## config.mk

```make
export PLATFORM = sky130hd
export DESIGN_NAME = ahp_drive_flat
export DESIGN_NICKNAME = d
export VERILOG_FILES = /design/src/inc/ahp_pkg.sv /design/src/inc/ahp_if.sv /design/src/logic/ahp_drive.sv /design/src/flat_wrapper.sv
export SDC_FILE = /design/constraint.sdc
export NUM_CORES = 1
export LEC_CHECK = 0
export ABC_AREA = 1
export ABC_CLOCK_PERIOD_IN_PS = 5700
export BUFFER_PORTS_ARGS = -buffer_cell sky130_fd_sc_hd__buf_2
export CELL_PAD_IN_SITES_DETAIL_PLACEMENT = 1
export CELL_PAD_IN_SITES_GLOBAL_PLACEMENT = 1
export CORE_MARGIN = 3
export CORE_UTILIZATION = 40
export CTS_BUF_LIST = sky130_fd_sc_hd__clkbuf_4
export DETAILED_ROUTE_END_ITERATION = 8
export PLACE_DENSITY_LB_ADDON = 0.1
export SLEW_MARGIN = 20
export SYNTH_ARGS = -nofsm -noshare
export SYNTH_HDL_FRONTEND = slang
export SYNTH_SLANG_ARGS = --single-unit
```

## constraint.sdc

```tcl
create_clock -name core_clk_i -period 5.7 [get_ports core_clk_i]
set_input_delay 1.14 -clock core_clk_i [delete_from_list [all_inputs] [get_ports core_clk_i]]
set_output_delay 1.14 -clock core_clk_i [all_outputs]
set_load 0.03 [all_outputs]
```

## src/inc/ahp_pkg.sv

```systemverilog
/*
 * shared constants for the parallel drive port: task-file addresses,
 * jumper codes, master/slave handshake timing, feature codes.
 * assumes both ends run on one 200 MHz clock with all pins synchronous.
 */
package ahp_pkg;
    // ------------------------------------------------------------------
    // bus widths
    // ------------------------------------------------------------------
    localparam int DATA_W = 16;
    localparam int BYTE_W = 8;
    localparam int ADDR_W = 3;
    localparam int NUM_REGS = 8;

    // ------------------------------------------------------------------
    // task-file addresses (select 0 side)
    // ------------------------------------------------------------------
    localparam logic [2:0] TF_DATA     = 3'h0;
    localparam logic [2:0] TF_ERROR    = 3'h1;
    localparam logic [2:0] TF_COUNT    = 3'h2;
    localparam logic [2:0] TF_LBA0     = 3'h3;
    localparam logic [2:0] TF_LBA1     = 3'h4;
    localparam logic [2:0] TF_LBA2     = 3'h5;
    localparam logic [2:0] TF_DEVHEAD  = 3'h6;
    localparam logic [2:0] TF_CMDSTAT  = 3'h7;
    // control block (select 1 side)
    localparam logic [2:0] CB_ALTSTAT  = 3'h6;

    // ------------------------------------------------------------------
    // commands and feature codes
    // ------------------------------------------------------------------
    localparam logic [7:0] CMD_SET_FEAT  = 8'hEF;
    localparam logic [7:0] FEAT_8BIT_ON  = 8'h01;
    localparam logic [7:0] FEAT_8BIT_OFF = 8'h81;

    // status and device control bits
    localparam int ST_BSY = 7;
    localparam int ST_DRDY = 6;
    localparam int ST_DRQ = 3;
    localparam int DC_NIEN = 1;
    localparam int DC_SRST = 2;
    localparam int DH_DEV = 4;

    // ------------------------------------------------------------------
    // jumpers: bit0=A .. bit3=D; code for B linked to D
    // ------------------------------------------------------------------
    localparam logic [3:0] JMP_NONE = 4'h0;
    localparam logic [3:0] JMP_B_D  = 4'hA;

    // ------------------------------------------------------------------
    // handshake timing
    // ------------------------------------------------------------------
    localparam int CLK_MHZ = 200;
    localparam int PRESENT_US = 1;
    localparam int PRESENT_CYC = PRESENT_US * CLK_MHZ;
    localparam int CNT_W = 12;
endpackage

```

## src/inc/ahp_if.sv

```systemverilog
/*
 * pins of the parallel drive port between host and drive.
 * assumes the bench resolves the two-way lines from the enables.
 */
`timescale 1ns/1ps
interface ahp_if;
    logic        rst_n;
    logic        cs0_n;
    logic        cs1_n;
    logic [2:0]  addr;
    logic        rd_n;
    logic        wr_n;
    logic [15:0] dh;
    logic        dh_oe;
    logic [15:0] dd;
    logic        dd_oe;
    logic [15:0] data;
    logic        intrq;
    logic        cblsel_n;
    logic        dmareq;
    logic        dmaack_n;
    logic        wide_n;
    logic        iordy;
    logic        active_in;
    logic        active_out;
    logic        active_oe;
    logic        diag_in;
    logic        diag_out;
    logic        diag_oe;

    modport host (
        output rst_n, cs0_n, cs1_n, addr, rd_n, wr_n, dh, dh_oe, dmaack_n,
        input  data, intrq, dmareq, wide_n, iordy
    );
    modport drive (
        input  rst_n, cs0_n, cs1_n, addr, rd_n, wr_n, data, cblsel_n,
        input  dmaack_n, active_in, diag_in,
        output dd, dd_oe, intrq, dmareq, wide_n, iordy,
        output active_out, active_oe, diag_out, diag_oe
    );
endinterface

```

## src/logic/ahp_drive.sv

```systemverilog
/*
 * drive end: task file, pio data path through a two-entry buffer,
 * interrupt, role selection and master/slave handshake lines.
 * assumes host strobes are synchronous to core_clk_i and
 * held for at least two cycles.
 */
`timescale 1ns/1ps
// Summary of operation
// - task-file access is one byte, low lines
// - data register moves 16-bit words
// - writes taken on rising write strobe
// - drive bus only during read strobe
// - interrupt request output is active high
// - three address lines pick eight registers
// - select0 task file, select1 control block
// - cable select grounded master, open slave
// - no jumpers means master always
// - jumper b to d uses cable select
// - low reset pin resets the drive
// - active/present line driven and sensed
// - diagnostic line driven and sensed
// - ready never pulled, no wait states
// - data register 16-bit until 8-bit feature
module ahp_drive #(
    parameter int DEPTH = 2
) (
    input  wire logic        core_clk_i,
    input  wire logic        rst_n_i,
    ahp_if.drive             bus,
    input  wire logic [3:0]  jumper_i,
    output logic             is_master_o,
    output logic             slave_seen_o,
    output logic             diag_seen_o,
    output logic [7:0]       cmd_o,
    output logic             cmd_vld_o,
    output logic [15:0]      wdat_o,
    output logic             wdat_vld_o,
    input  wire logic        wdat_rdy_i,
    input  wire logic [15:0] rdat_i,
    input  wire logic        rdat_vld_i,
    output logic             rdat_rdy_o,
    input  wire logic        irq_set_i,
    input  wire logic        drq_i
);
    // ------------------------------------------------------------------
    // reset and strobe edges
    // ------------------------------------------------------------------
    logic rst_n;
    assign rst_n = rst_n_i & bus.rst_n;
    logic wr_q, wr_d, rd_q, rd_d;
    logic wr_rise, rd_fall, sel0, sel1;
    assign sel0 = ~bus.cs0_n & bus.cs1_n;
    assign sel1 = bus.cs0_n & ~bus.cs1_n;
    assign wr_d = bus.wr_n;
    assign rd_d = bus.rd_n;
    assign wr_rise = bus.wr_n & ~wr_q;
    assign rd_fall = ~bus.rd_n & rd_q;

    // ------------------------------------------------------------------
    // task file state
    // ------------------------------------------------------------------
    logic [7:0] regs_q [ahp_pkg::NUM_REGS];
    logic [7:0] regs_d [ahp_pkg::NUM_REGS];
    logic [7:0] devctl_q, devctl_d;
    logic       byte_mode_q, byte_mode_d;
    logic       irq_q, irq_d;
    logic [7:0] cmd_q, cmd_d;
    logic       cmd_vld_q, cmd_vld_d;
    logic [7:0] lo_q, lo_d;
    logic       half_q, half_d;

    // ------------------------------------------------------------------
    // write buffer (host to back end)
    // ------------------------------------------------------------------
    logic [15:0] wb_q [DEPTH];
    logic [15:0] wb_d [DEPTH];
    logic [1:0]  wcnt_q, wcnt_d;
    logic        wpush, wfull;
    logic [15:0] wword;
    assign wfull = (wcnt_q == 2'(DEPTH));

    // ------------------------------------------------------------------
    // read buffer (back end to host)
    // ------------------------------------------------------------------
    logic [15:0] rb_q [DEPTH];
    logic [15:0] rb_d [DEPTH];
    logic [1:0]  rcnt_q, rcnt_d;
    logic        rpop;
    assign rdat_rdy_o = (rcnt_q != 2'(DEPTH));

    logic [15:0] dd_q, dd_d;
    logic [7:0]  status;
    logic [2:0]  a;
    assign a = bus.addr;
    assign status = {1'b0, 1'b1, 2'b00, drq_i | (rcnt_q != 2'h0), 3'b000};

    always_comb begin
        for (int i = 0; i < ahp_pkg::NUM_REGS; i++) begin
            regs_d[i] = regs_q[i];
        end
        devctl_d = devctl_q;
        byte_mode_d = byte_mode_q;
        irq_d = irq_q;
        cmd_d = cmd_q;
        cmd_vld_d = 1'b0;
        lo_d = lo_q;
        half_d = half_q;
        wpush = 1'b0;
        wword = 16'h0000;
        rpop = 1'b0;
        dd_d = dd_q;
        if (wr_rise && sel0) begin
            if (a == ahp_pkg::TF_DATA) begin
                if (byte_mode_q) begin
                    half_d = ~half_q;
                    lo_d = bus.data[7:0];
                    wpush = half_q & ~wfull;
                    wword = {bus.data[7:0], lo_q};
                end else begin
                    wpush = ~wfull;
                    wword = bus.data;
                end
            end else begin
                regs_d[a] = bus.data[7:0];
                if (a == ahp_pkg::TF_CMDSTAT) begin
                    cmd_d = bus.data[7:0];
                    cmd_vld_d = 1'b1;
                    irq_d = 1'b0;
                    if (bus.data[7:0] == ahp_pkg::CMD_SET_FEAT) begin
                        if (regs_q[ahp_pkg::TF_ERROR] ==
                            ahp_pkg::FEAT_8BIT_ON) begin
                            byte_mode_d = 1'b1;
                        end
                        if (regs_q[ahp_pkg::TF_ERROR] ==
                            ahp_pkg::FEAT_8BIT_OFF) begin
                            byte_mode_d = 1'b0;
                        end
                        half_d = 1'b0;
                    end
                end
            end
        end
        if (wr_rise && sel1 && a == ahp_pkg::CB_ALTSTAT) begin
            devctl_d = bus.data[7:0];
        end
        if (rd_fall && sel0) begin
            if (a == ahp_pkg::TF_DATA) begin
                if (byte_mode_q && half_q) begin
                    dd_d = {8'h00, rb_q[0][15:8]};
                    half_d = 1'b0;
                    rpop = 1'b1;
                end else if (byte_mode_q) begin
                    dd_d = {8'h00, rb_q[0][7:0]};
                    half_d = 1'b1;
                end else begin
                    dd_d = rb_q[0];
                    rpop = (rcnt_q != 2'h0);
                end
            end else if (a == ahp_pkg::TF_CMDSTAT) begin
                dd_d = {8'h00, status};
                irq_d = 1'b0;
            end else begin
                dd_d = {8'h00, regs_q[a]};
            end
        end
        if (rd_fall && sel1) begin
            dd_d = {8'h00, status};
        end
        // set wins over a clear in the same cycle
        if (irq_set_i) begin
            irq_d = 1'b1;
        end
    end

    always_comb begin
        wcnt_d = wcnt_q;
        for (int i = 0; i < DEPTH; i++) begin
            wb_d[i] = wb_q[i];
            rb_d[i] = rb_q[i];
        end
        if (wdat_vld_o && wdat_rdy_i) begin
            wb_d[0] = wb_q[1];
            wcnt_d = wcnt_d - 2'h1;
        end
        if (wpush) begin
            wb_d[wcnt_d[0]] = wword;
            wcnt_d = wcnt_d + 2'h1;
        end
        rcnt_d = rcnt_q;
        if (rpop && rcnt_q != 2'h0) begin
            rb_d[0] = rb_q[1];
            rcnt_d = rcnt_d - 2'h1;
        end
        if (rdat_vld_i && rdat_rdy_o) begin
            rb_d[rcnt_d[0]] = rdat_i;
            rcnt_d = rcnt_d + 2'h1;
        end
    end

    always_ff @(posedge core_clk_i or negedge rst_n) begin
        if (!rst_n) begin
            wr_q <= 1'b1;
            rd_q <= 1'b1;
            for (int i = 0; i < ahp_pkg::NUM_REGS; i++) begin
                regs_q[i] <= 8'h00;
            end
            for (int i = 0; i < DEPTH; i++) begin
                wb_q[i] <= 16'h0000;
                rb_q[i] <= 16'h0000;
            end
            devctl_q <= 8'h00;
            byte_mode_q <= 1'b0;
            irq_q <= 1'b0;
            cmd_q <= 8'h00;
            cmd_vld_q <= 1'b0;
            lo_q <= 8'h00;
            half_q <= 1'b0;
            wcnt_q <= 2'h0;
            rcnt_q <= 2'h0;
            dd_q <= 16'h0000;
        end else begin
            wr_q <= wr_d;
            rd_q <= rd_d;
            regs_q <= regs_d;
            wb_q <= wb_d;
            rb_q <= rb_d;
            devctl_q <= devctl_d;
            byte_mode_q <= byte_mode_d;
            irq_q <= irq_d;
            cmd_q <= cmd_d;
            cmd_vld_q <= cmd_vld_d;
            lo_q <= lo_d;
            half_q <= half_d;
            wcnt_q <= wcnt_d;
            rcnt_q <= rcnt_d;
            dd_q <= dd_d;
        end
    end

    // ------------------------------------------------------------------
    // pin drive
    // ------------------------------------------------------------------
    assign bus.dd = dd_q;
    assign bus.dd_oe = ~bus.rd_n & (sel0 | sel1);
    assign bus.intrq = irq_q & ~devctl_q[ahp_pkg::DC_NIEN];
    assign bus.dmareq = 1'b0;
    assign bus.wide_n = 1'b1;
    assign bus.iordy = 1'b1;
    assign cmd_o = cmd_q;
    assign cmd_vld_o = cmd_vld_q;
    assign wdat_o = wb_q[0];
    assign wdat_vld_o = (wcnt_q != 2'h0);

    // ------------------------------------------------------------------
    // role and handshake lines
    // ------------------------------------------------------------------
    logic master_q, master_d;
    logic [ahp_pkg::CNT_W-1:0] pcnt_q, pcnt_d;
    logic seen_q, seen_d, dseen_q, dseen_d;
    always_comb begin
        master_d = master_q;
        if (jumper_i == ahp_pkg::JMP_NONE) begin
            master_d = 1'b1;
        end else if (jumper_i == ahp_pkg::JMP_B_D) begin
            master_d = ~bus.cblsel_n;
        end
        pcnt_d = pcnt_q;
        if (pcnt_q != ahp_pkg::CNT_W'(ahp_pkg::PRESENT_CYC)) begin
            pcnt_d = pcnt_q + 1'b1;
        end
        seen_d = seen_q | (master_q & ~bus.active_in);
        dseen_d = dseen_q | (master_q & ~bus.diag_in);
    end
    always_ff @(posedge core_clk_i or negedge rst_n) begin
        if (!rst_n) begin
            master_q <= 1'b1;
            pcnt_q <= '0;
            seen_q <= 1'b0;
            dseen_q <= 1'b0;
        end else begin
            master_q <= master_d;
            pcnt_q <= pcnt_d;
            seen_q <= seen_d;
            dseen_q <= dseen_d;
        end
    end
    // slave announces itself on both lines for a while after reset
    assign bus.active_out = 1'b0;
    assign bus.active_oe = ~master_q &
        (pcnt_q != ahp_pkg::CNT_W'(ahp_pkg::PRESENT_CYC));
    assign bus.diag_out = 1'b0;
    assign bus.diag_oe = bus.active_oe;
    assign is_master_o = master_q;
    assign slave_seen_o = seen_q;
    assign diag_seen_o = dseen_q;
endmodule

```

## src/flat_wrapper.sv

```systemverilog
// flat-port wrapper written by rule: the top's interface ports become plain ports
module ahp_drive_flat 
#(
    parameter int DEPTH = 2
)
  (core_clk_i, rst_n_i, jumper_i, is_master_o, slave_seen_o, diag_seen_o, cmd_o, cmd_vld_o, wdat_o, wdat_vld_o, wdat_rdy_i, rdat_i, rdat_vld_i, rdat_rdy_o, irq_set_i, drq_i, bus_rst_n, bus_cs0_n, bus_cs1_n, bus_addr, bus_rd_n, bus_wr_n, bus_data, bus_cblsel_n, bus_dmaack_n, bus_active_in, bus_diag_in, bus_dd, bus_dd_oe, bus_intrq, bus_dmareq, bus_wide_n, bus_iordy, bus_active_out, bus_active_oe, bus_diag_out, bus_diag_oe);
  ahp_if bus_i ();
  input  wire logic core_clk_i;
  input  wire logic rst_n_i;
  input  wire logic [3:0] jumper_i;
  output logic is_master_o;
  output logic slave_seen_o;
  output logic diag_seen_o;
  output logic [7:0] cmd_o;
  output logic cmd_vld_o;
  output logic [15:0] wdat_o;
  output logic wdat_vld_o;
  input  wire logic wdat_rdy_i;
  input  wire logic [15:0] rdat_i;
  input  wire logic rdat_vld_i;
  output logic rdat_rdy_o;
  input  wire logic irq_set_i;
  input  wire logic drq_i;
  input wire logic [$bits(bus_i.rst_n)-1:0] bus_rst_n;
  input wire logic [$bits(bus_i.cs0_n)-1:0] bus_cs0_n;
  input wire logic [$bits(bus_i.cs1_n)-1:0] bus_cs1_n;
  input wire logic [$bits(bus_i.addr)-1:0] bus_addr;
  input wire logic [$bits(bus_i.rd_n)-1:0] bus_rd_n;
  input wire logic [$bits(bus_i.wr_n)-1:0] bus_wr_n;
  input wire logic [$bits(bus_i.data)-1:0] bus_data;
  input wire logic [$bits(bus_i.cblsel_n)-1:0] bus_cblsel_n;
  input wire logic [$bits(bus_i.dmaack_n)-1:0] bus_dmaack_n;
  input wire logic [$bits(bus_i.active_in)-1:0] bus_active_in;
  input wire logic [$bits(bus_i.diag_in)-1:0] bus_diag_in;
  output wire logic [$bits(bus_i.dd)-1:0] bus_dd;
  output wire logic [$bits(bus_i.dd_oe)-1:0] bus_dd_oe;
  output wire logic [$bits(bus_i.intrq)-1:0] bus_intrq;
  output wire logic [$bits(bus_i.dmareq)-1:0] bus_dmareq;
  output wire logic [$bits(bus_i.wide_n)-1:0] bus_wide_n;
  output wire logic [$bits(bus_i.iordy)-1:0] bus_iordy;
  output wire logic [$bits(bus_i.active_out)-1:0] bus_active_out;
  output wire logic [$bits(bus_i.active_oe)-1:0] bus_active_oe;
  output wire logic [$bits(bus_i.diag_out)-1:0] bus_diag_out;
  output wire logic [$bits(bus_i.diag_oe)-1:0] bus_diag_oe;
  assign bus_i.rst_n = bus_rst_n;
  assign bus_i.cs0_n = bus_cs0_n;
  assign bus_i.cs1_n = bus_cs1_n;
  assign bus_i.addr = bus_addr;
  assign bus_i.rd_n = bus_rd_n;
  assign bus_i.wr_n = bus_wr_n;
  assign bus_i.data = bus_data;
  assign bus_i.cblsel_n = bus_cblsel_n;
  assign bus_i.dmaack_n = bus_dmaack_n;
  assign bus_i.active_in = bus_active_in;
  assign bus_i.diag_in = bus_diag_in;
  assign bus_dd = bus_i.dd;
  assign bus_dd_oe = bus_i.dd_oe;
  assign bus_intrq = bus_i.intrq;
  assign bus_dmareq = bus_i.dmareq;
  assign bus_wide_n = bus_i.wide_n;
  assign bus_iordy = bus_i.iordy;
  assign bus_active_out = bus_i.active_out;
  assign bus_active_oe = bus_i.active_oe;
  assign bus_diag_out = bus_i.diag_out;
  assign bus_diag_oe = bus_i.diag_oe;
  ahp_drive #(.DEPTH(DEPTH)) u_core (.core_clk_i(core_clk_i), .rst_n_i(rst_n_i), .bus(bus_i), .jumper_i(jumper_i), .is_master_o(is_master_o), .slave_seen_o(slave_seen_o), .diag_seen_o(diag_seen_o), .cmd_o(cmd_o), .cmd_vld_o(cmd_vld_o), .wdat_o(wdat_o), .wdat_vld_o(wdat_vld_o), .wdat_rdy_i(wdat_rdy_i), .rdat_i(rdat_i), .rdat_vld_i(rdat_vld_i), .rdat_rdy_o(rdat_rdy_o), .irq_set_i(irq_set_i), .drq_i(drq_i));
endmodule
```

### Word level (Yosys, flattened, before mapping)

Index checks and enable logic that the tools add are counted.

* register bits after elaboration: 187
* latch bits: 0
* RAM bits: 0
* ROM bits: 0
* input port bits: 54
* output and inout bits: 55
* logic and storage cells: 160
* memories kept: 0

* add/subtract/negate cells: 5
* multiply operators: 0
* div/mod/pow operators: 0
* magnitude comparators: 6
* equality and inequality tests: 9
* shift operators: 0
* muxes and demuxes: 59
* bitwise logic cells: 30
* reduce and logical (&&, ||, !) cells: 23

Operator list (number)
* $mux W16: 12
* $bwmux W32: 2
* $bwmux W64: 1
* $mux W32: 2
* $demux W16 S1: 2
* $mux W8: 4
* $mux W1: 30
* $bmux W8 S3: 1
* $demux W8 S3: 1
* $eq A8 B8 Y1 const B: 2
* $add A12 B1 Y12 const B: 1
* $logic_and A1 B1 Y1: 12
* $ne A12 B8 Y1 const B: 1
* $not A1 Y1: 12
* $and A1 B1 Y1: 11
* $reduce_bool A2 Y1: 5
* $eq A8 B1 Y1 const B: 1
* $mux W2: 4
* $eq A3 B3 Y1 const B: 2
* $reduce_and A3 Y1: 2
* $reduce_and A5 Y1: 1
* $add A2 B1 Y2 const B: 2
* $eq A4 B4 Y1 const B: 1
* $ge A2 B2 Y1 const B: 2
* other kinds (12): 18

### Depth between registers and ports, before layout

* word-level depth: 14
* depth in mapped cells: 12
* mapped depth without buffers: 11

### Least setup slack after synthesis

No wires, ideal clock.

* path kind: input to output
* start: in bus_cs1_n
* end: out bus_dd_oe
* arrival: 1843 ps
* required time: 4560 ps
* slack: 2717 ps
* stages: 3
* path buffers: 0
* path through: inv_1 ha_1 nor2_1

* word-level cells in the longest chain between the ends: 4
* elaborated cells on any way between the ends: 5
* classes of those cells: bitwise (5)

Ends and longest elaborated chain
* start: declaration: RTL line flat_wrapper.sv:26 `input wire logic [$bits(bus_i.cs1_n)-1:0] bus_cs1_n;`
* $not A1 Y1: RTL line ahp_drive.sv:53 `assign sel1 = bus.cs0_n & ~bus.cs1_n;`
* $and A1 B1 Y1: RTL line ahp_drive.sv:53
* $or A1 B1 Y1 (*): RTL line ahp_drive.sv:244 `assign bus.dd_oe = ~bus.rd_n & (sel0 | sel1);`
* $and A1 B1 Y1 (*): RTL line ahp_drive.sv:244
* end: declaration: RTL line flat_wrapper.sv:36 `output wire logic [$bits(bus_i.dd_oe)-1:0] bus_dd_oe;`

Mark *: on every way between the ends. The rest lies on a longest branch, timed or not.

### Final worst setup path

* start: in bus_cs0_n
* end: reg u_core.wb_q[3] in the netlist's numbering

* word-level cells in the longest chain between the ends: 5
* elaborated cells on any way between the ends: 6
* classes of those cells: mux (3); bitwise (2); reduce/logical (1)

Ends and longest elaborated chain
* start: declaration: RTL line flat_wrapper.sv:25 `input wire logic [$bits(bus_i.cs0_n)-1:0] bus_cs0_n;`
* $not A1 Y1 (*): RTL line ahp_drive.sv:52 `assign sel0 = ~bus.cs0_n & bus.cs1_n;`
* $and A1 B1 Y1 (*): RTL line ahp_drive.sv:52
* $logic_and A1 B1 Y1 (*): RTL line ahp_drive.sv:112 `if (wr_rise && sel0) begin`
* $mux W16: RTL line ahp_drive.sv:112
* $bwmux W32: RTL line ahp_drive.sv:186 `wb_d[wcnt_d[0]] = wword;`
* end signal: assignment: RTL line ahp_drive.sv:225 `wb_q <= wb_d;`
* end: declaration: RTL line ahp_drive.sv:75 `logic [15:0] wb_q [DEPTH];`

Marked as above.
A chain may end at the register's enable or synchronous reset.

==> report_table.html <==
<table>
<tr><th>Metric</th><th>Value</th></tr>
<tr><th colspan="2">CTS</th></tr>
<tr><td>Clock insertion delay at the later pin of the skew report</td><td>approximately 0.58 ns</td></tr>
<tr><td>Number of resized instances in the post-cts repair step</td><td>0</td></tr>
<tr><td>Setup fix buffers added after clock tree synthesis</td><td>0</td></tr>
<tr><td>CTS buffer count</td><td>17</td></tr>
<tr><td>Hold buffers post-CTS</td><td>0</td></tr>
<tr><td>Number of clock sinks seen by CTS</td><td>170</td></tr>
<tr><td>Clock tree root driver cell</td><td>sky130_fd_sc_hd__clkbuf_4</td></tr>
<tr><td>Clk slew on worst S/H paths</td><td>approximately 0.16 ns</td></tr>
<tr><td>Number of H-tree levels</td><td>4</td></tr>
<tr><td>Buffer depth of the longest clock path</td><td>2</td></tr>
<tr><td>Clock tree from TritonCTS</td><td>yes</td></tr>
<tr><th colspan="2">GRT</th></tr>
<tr><td>Number of antenna violations at the first check in global routing</td><td>2</td></tr>
<tr><td>First-pass GRT wire length</td><td>about 36 mm</td></tr>
<tr><td>Overall track demand over capacity in global routing</td><td>20.4%</td></tr>
<tr><td>Maximum number of pins on one net before global-route repair</td><td>130</td></tr>
<tr><td>Number of global-route vias before repair</td><td>between 6,000 and 7,000</td></tr>
<tr><td>Leftover overflow at the end of global routing</td><td>0</td></tr>
<tr><th colspan="2">Final layout</th></tr>
<tr><td>Final Util</td><td>around 45%</td></tr>
<tr><td>Number of nets at the end of the flow</td><td>1,160</td></tr>
<tr><td>Post-route design area</td><td>9110 um2</td></tr>
<tr><td>Area growth from synthesis to layout</td><td>9.10%</td></tr>
<tr><td>Ratio of cells with drive above 1 in the final layout</td><td>16.1%</td></tr>
<tr><th colspan="2">Critical path</th></tr>
<tr><td>Worst Path Required</td><td>6.15 ns</td></tr>
<tr><td>Slowest stage delay, CP</td><td>0.57 ns</td></tr>
<tr><td>Worst Path Max Fanout</td><td>19</td></tr>
<tr><td>Kind of critical path</td><td>input pin to flop</td></tr>
<tr><td>Worst setup EP type</td><td>flop</td></tr>
<tr><td>CP cell instances</td><td>buf_2 -&gt; inv_1 -&gt; ha_1 -&gt; nand3_2 -&gt; nor2_4 -&gt; inv_2 -&gt; nor2_2 -&gt; ha_1 -&gt; inv_1 -&gt; nand2_1 -&gt; o21ai_1</td></tr>
<tr><td>Reg-to-reg slack, setup</td><td>2.89 ns</td></tr>
<tr><td>Startpoint type of the worst setup path</td><td>input pin</td></tr>
<tr><td>Library cell contributing the largest single delay on the critical path</td><td>sky130_fd_sc_hd__ha_1</td></tr>
<tr><td>WP data arrival</td><td>3.67 ns</td></tr>
<tr><th colspan="2">Flow run</th></tr>
<tr><td>Max Cap Violations</td><td>0</td></tr>
<tr><th colspan="2">STA</th></tr>
<tr><td>Hold Vio Cnt, Final</td><td>0</td></tr>
<tr><td>Final Max Tran Viols</td><td>0</td></tr>
<tr><td># setup viols final</td><td>0</td></tr>
<tr><td>Maximum frequency from static timing analysis</td><td>311 MHz</td></tr>
<tr><td>Final worst slack</td><td>2.48 ns</td></tr>
<tr><td>Worst Max-Slew Pin Slew</td><td>1.05 ns</td></tr>
<tr><td>RSZ-0062 raised after global routing</td><td>false</td></tr>
<tr><td>Worst Clk Skew</td><td>0.0314 ns</td></tr>
<tr><td>Total Neg Setup Slack</td><td>0 ns</td></tr>
<tr><td>Min Tclk post-route</td><td>between 3 and 4 ns</td></tr>
<tr><td>Part of the cycle the worst path needs</td><td>56.5%</td></tr>
<tr><td>Worst relative slew slack</td><td>30.2%</td></tr>
<tr><th colspan="2">Floorplan</th></tr>
<tr><td>Core Footprint</td><td>20,400 um2</td></tr>
<tr><td>Chip Height</td><td>around 150 um</td></tr>
<tr><td>Starting Density</td><td>41.0%</td></tr>
<tr><td>Row count</td><td>52</td></tr>
<tr><td>I/O pin count</td><td>109</td></tr>
<tr><td>Overall die area</td><td>roughly 23,000 um2</td></tr>
<tr><td>Die extent in x</td><td>150 um</td></tr>
<tr><th colspan="2">Synth</th></tr>
<tr><td>Area fraction in and, or, nand and nor cells after synthesis</td><td>25.4%</td></tr>
<tr><td>Mapped Area</td><td>8350 um2</td></tr>
<tr><td>Top post-synthesis cells by count</td><td>sky130_fd_sc_hd__nand2_1, sky130_fd_sc_hd__dfrtp_1, sky130_fd_sc_hd__o21ai_0</td></tr>
<tr><td>Yosys top cell by area</td><td>sky130_fd_sc_hd__dfrtp_1</td></tr>
<tr><td>Total of warnings raised by yosys</td><td>0</td></tr>
<tr><td>Area share of fa/ha/maj cells after synthesis</td><td>1.65%</td></tr>
<tr><td>Fraction of synthesized cell area in xor and xnor cells</td><td>between 1 and 1.5%</td></tr>
<tr><td>Area contributors post-synth</td><td>sky130_fd_sc_hd__dfrtp_1, sky130_fd_sc_hd__nand2_1, sky130_fd_sc_hd__o21ai_0, sky130_fd_sc_hd__inv_1, sky130_fd_sc_hd__nand3_1</td></tr>
<tr><td>Synth cell types</td><td>46</td></tr>
<tr><td>Most frequent cell after synthesis</td><td>sky130_fd_sc_hd__nand2_1</td></tr>
<tr><td>Number of synthesized register bits</td><td>170</td></tr>
<tr><td>Post-synth top area share</td><td>50.1%</td></tr>
<tr><td>Mean post-synth cell area</td><td>between 8 and 9 um2</td></tr>
<tr><td>Number of flops mapped to enable cells by yosys</td><td>0</td></tr>
<tr><td>Combinational family with the most area after synthesis</td><td>simple AND/OR/NAND/NOR gates</td></tr>
<tr><td>Sequential share of the synthesized area</td><td>51.0%</td></tr>
<tr><td>Multiplexer share of the synthesized area</td><td>0.135%</td></tr>
<tr><td>Synth Instances</td><td>1,028</td></tr>
<tr><td>Most instantiated flip-flop cell in the synthesis netlist</td><td>sky130_fd_sc_hd__dfrtp_1</td></tr>
<tr><td>Synth async-reset ratio</td><td>100%</td></tr>
<tr><td>Compound-Gate Fraction of Synth Area</td><td>11.1%</td></tr>
<tr><th colspan="2">Route</th></tr>
<tr><td>Violation count after the first detailed-route iteration</td><td>between 300 and 400</td></tr>
<tr><td>Via-per-instance ratio</td><td>4.92</td></tr>
<tr><td>Number of detailed-route iterations in the first pass</td><td>4</td></tr>
<tr><td>Final routed wirelength across all metal layers</td><td>22.3 mm</td></tr>
<tr><td>DRC violation count after routing</td><td>0</td></tr>
<tr><td>Routed length per instance</td><td>between 15 and 20 um</td></tr>
<tr><td>Via count</td><td>6,780</td></tr>
<tr><td>Remaining number of nets flagged by the antenna check after routing</td><td>0</td></tr>
<tr><th colspan="2">Outcome</th></tr>
<tr><td>Run status</td><td>finished clean</td></tr>
<tr><th colspan="2">Power</th></tr>
<tr><td>Peak supply drop</td><td>0.000149 V</td></tr>
<tr><td>Static Leakage</td><td>4.81 nW</td></tr>
<tr><td>Total Power Consumption</td><td>roughly 3.2 mW</td></tr>
<tr><td>Total power density per cell area</td><td>348 nW/um2</td></tr>
<tr><th colspan="2">Min path</th></tr>
<tr><td>Path category of the worst min-delay check</td><td>flop to flop</td></tr>
<tr><th colspan="2">Placement</th></tr>
<tr><td>GPL Wtd Cong</td><td>0.768</td></tr>
<tr><td>Worst slack at placement</td><td>approximately 1.9 ns</td></tr>
<tr><td>HPWL reported at the end of detailed placement</td><td>~16 mm</td></tr>
<tr><td>Placed standard-cell area</td><td>8860 um2</td></tr>
<tr><td>IO buf count</td><td>102</td></tr>
</table>
flip-flops by register name, summed over array words and instances (netlist names), 2 cells and up:
register and cells:
u_core.regs_q 48, u_core.rb_q 32, u_core.bus.dd 16, u_core.wb_q 16
u_core.wdat_o 16, u_core.pcnt_q 12, u_core.cmd_o 8, u_core.lo_q 8
u_core.rcnt_q 2, u_core.wcnt_q 2
stage by stage:
stage / cells / hold WS (ns)
after CTS: 1378 / 0.499
final: 1379 / 0.493
after floorplan: 1031 / 0.445
after global placement: 1346 / 0.460
after global routing: 1379 / 0.523
after detailed placement: 1346 / 0.456
routing by layer:
metal,up-vias,track usage [%],routed length [um]
li1,3364,-,-
met1,3288,27.5,10500
met2,110,34.2,10700
met3,16,3.91,849
met4,2,4.25,187
met5,-,0,7
path summary, 6_finish.rpt:
kind / start / end / depth (start not counted)
max in group asynchronous: rst_n_i / u_core.regs_q[31]$_DFFE_PN0P_ / 4
min in group asynchronous: bus_rst_n / u_core.cmd_o[1]$_DFFE_PN0P_ / 3
worst min-delay path: u_core.slave_seen_o$_DFF_PN0_ / u_core.slave_seen_o$_DFF_PN0_ / 1
worst min register to register: u_core.slave_seen_o$_DFF_PN0_ / u_core.slave_seen_o$_DFF_PN0_ / 1
worst max-delay path: bus_cs0_n / u_core.wb_q[3]$_DFFE_PN0P_ / 11
worst max register to register: u_core.byte_mode_q$_DFFE_PN0P_ / u_core.rb_q[3]$_DFFE_PN0P_ / 8
logic make-up (layout without fill, tap and decap cells):
group,count (synthesis),in the layout
DFF,170,170
and+or+nand+nor,496,496
other,2,6
xor gates and xnor gates,12,12
adders and majority gates,11,11
AOI/OAI and AO/OA,174,174
muxes,1,1
buffers and inverters,162,239
critical path: cells and delay by family:
family	cells	cell delay (ns)
AO/OA/AOI/OAI	1	0.07
buffers and inverters	4	0.59
AND/OR/NAND/NOR	4	1.07
adder cells (fa/ha/maj)	2	0.79
cell usage in the layout, fill, tap and decap left out, types with 6 or more instances in the layout:
master	Yosys	layout
sky130_fd_sc_hd__o211ai_1	6	6
sky130_fd_sc_hd__inv_1	94	93
sky130_fd_sc_hd__ha_1	11	11
sky130_fd_sc_hd__nor2_1	53	53
sky130_fd_sc_hd__inv_2	6	6
sky130_fd_sc_hd__xor2_1	6	6
sky130_fd_sc_hd__nand2_2	12	12
sky130_fd_sc_hd__a22oi_1	6	6
sky130_fd_sc_hd__nor3_1	6	6
sky130_fd_sc_hd__dfrtp_1	167	167
sky130_fd_sc_hd__a21oi_1	29	29
sky130_fd_sc_hd__clkinvlp_4	0	6
sky130_fd_sc_hd__a31oi_1	9	9
sky130_fd_sc_hd__nand2_1	350	350
sky130_fd_sc_hd__clkbuf_4	0	20
sky130_fd_sc_hd__nand4_1	6	6
sky130_fd_sc_hd__buf_2	13	102
sky130_fd_sc_hd__o21ai_0	109	109
sky130_fd_sc_hd__o21ai_1	9	9
sky130_fd_sc_hd__nand3_1	48	48
cell type report:
cell class | count | area (um2)
timing repair buffer | 103 | 531
clock buffer | 20 | 150
sequential | 170 | 4260
fill | 2548 | 11300
clock inverter | 12 | 93.8
antenna | 1 | 2.50
tap | 270 | 338
multi-input combinational | 699 | 3330
inverter | 104 | 402
where the power goes:
group,total [mW],switching (mW),internal (mW)
combinational,0.920,0.627,0.293
sequential,1.60,0.141,1.46
clock,0.648,0.455,0.193
Note: power is estimated with default switching activity, not from simulation.
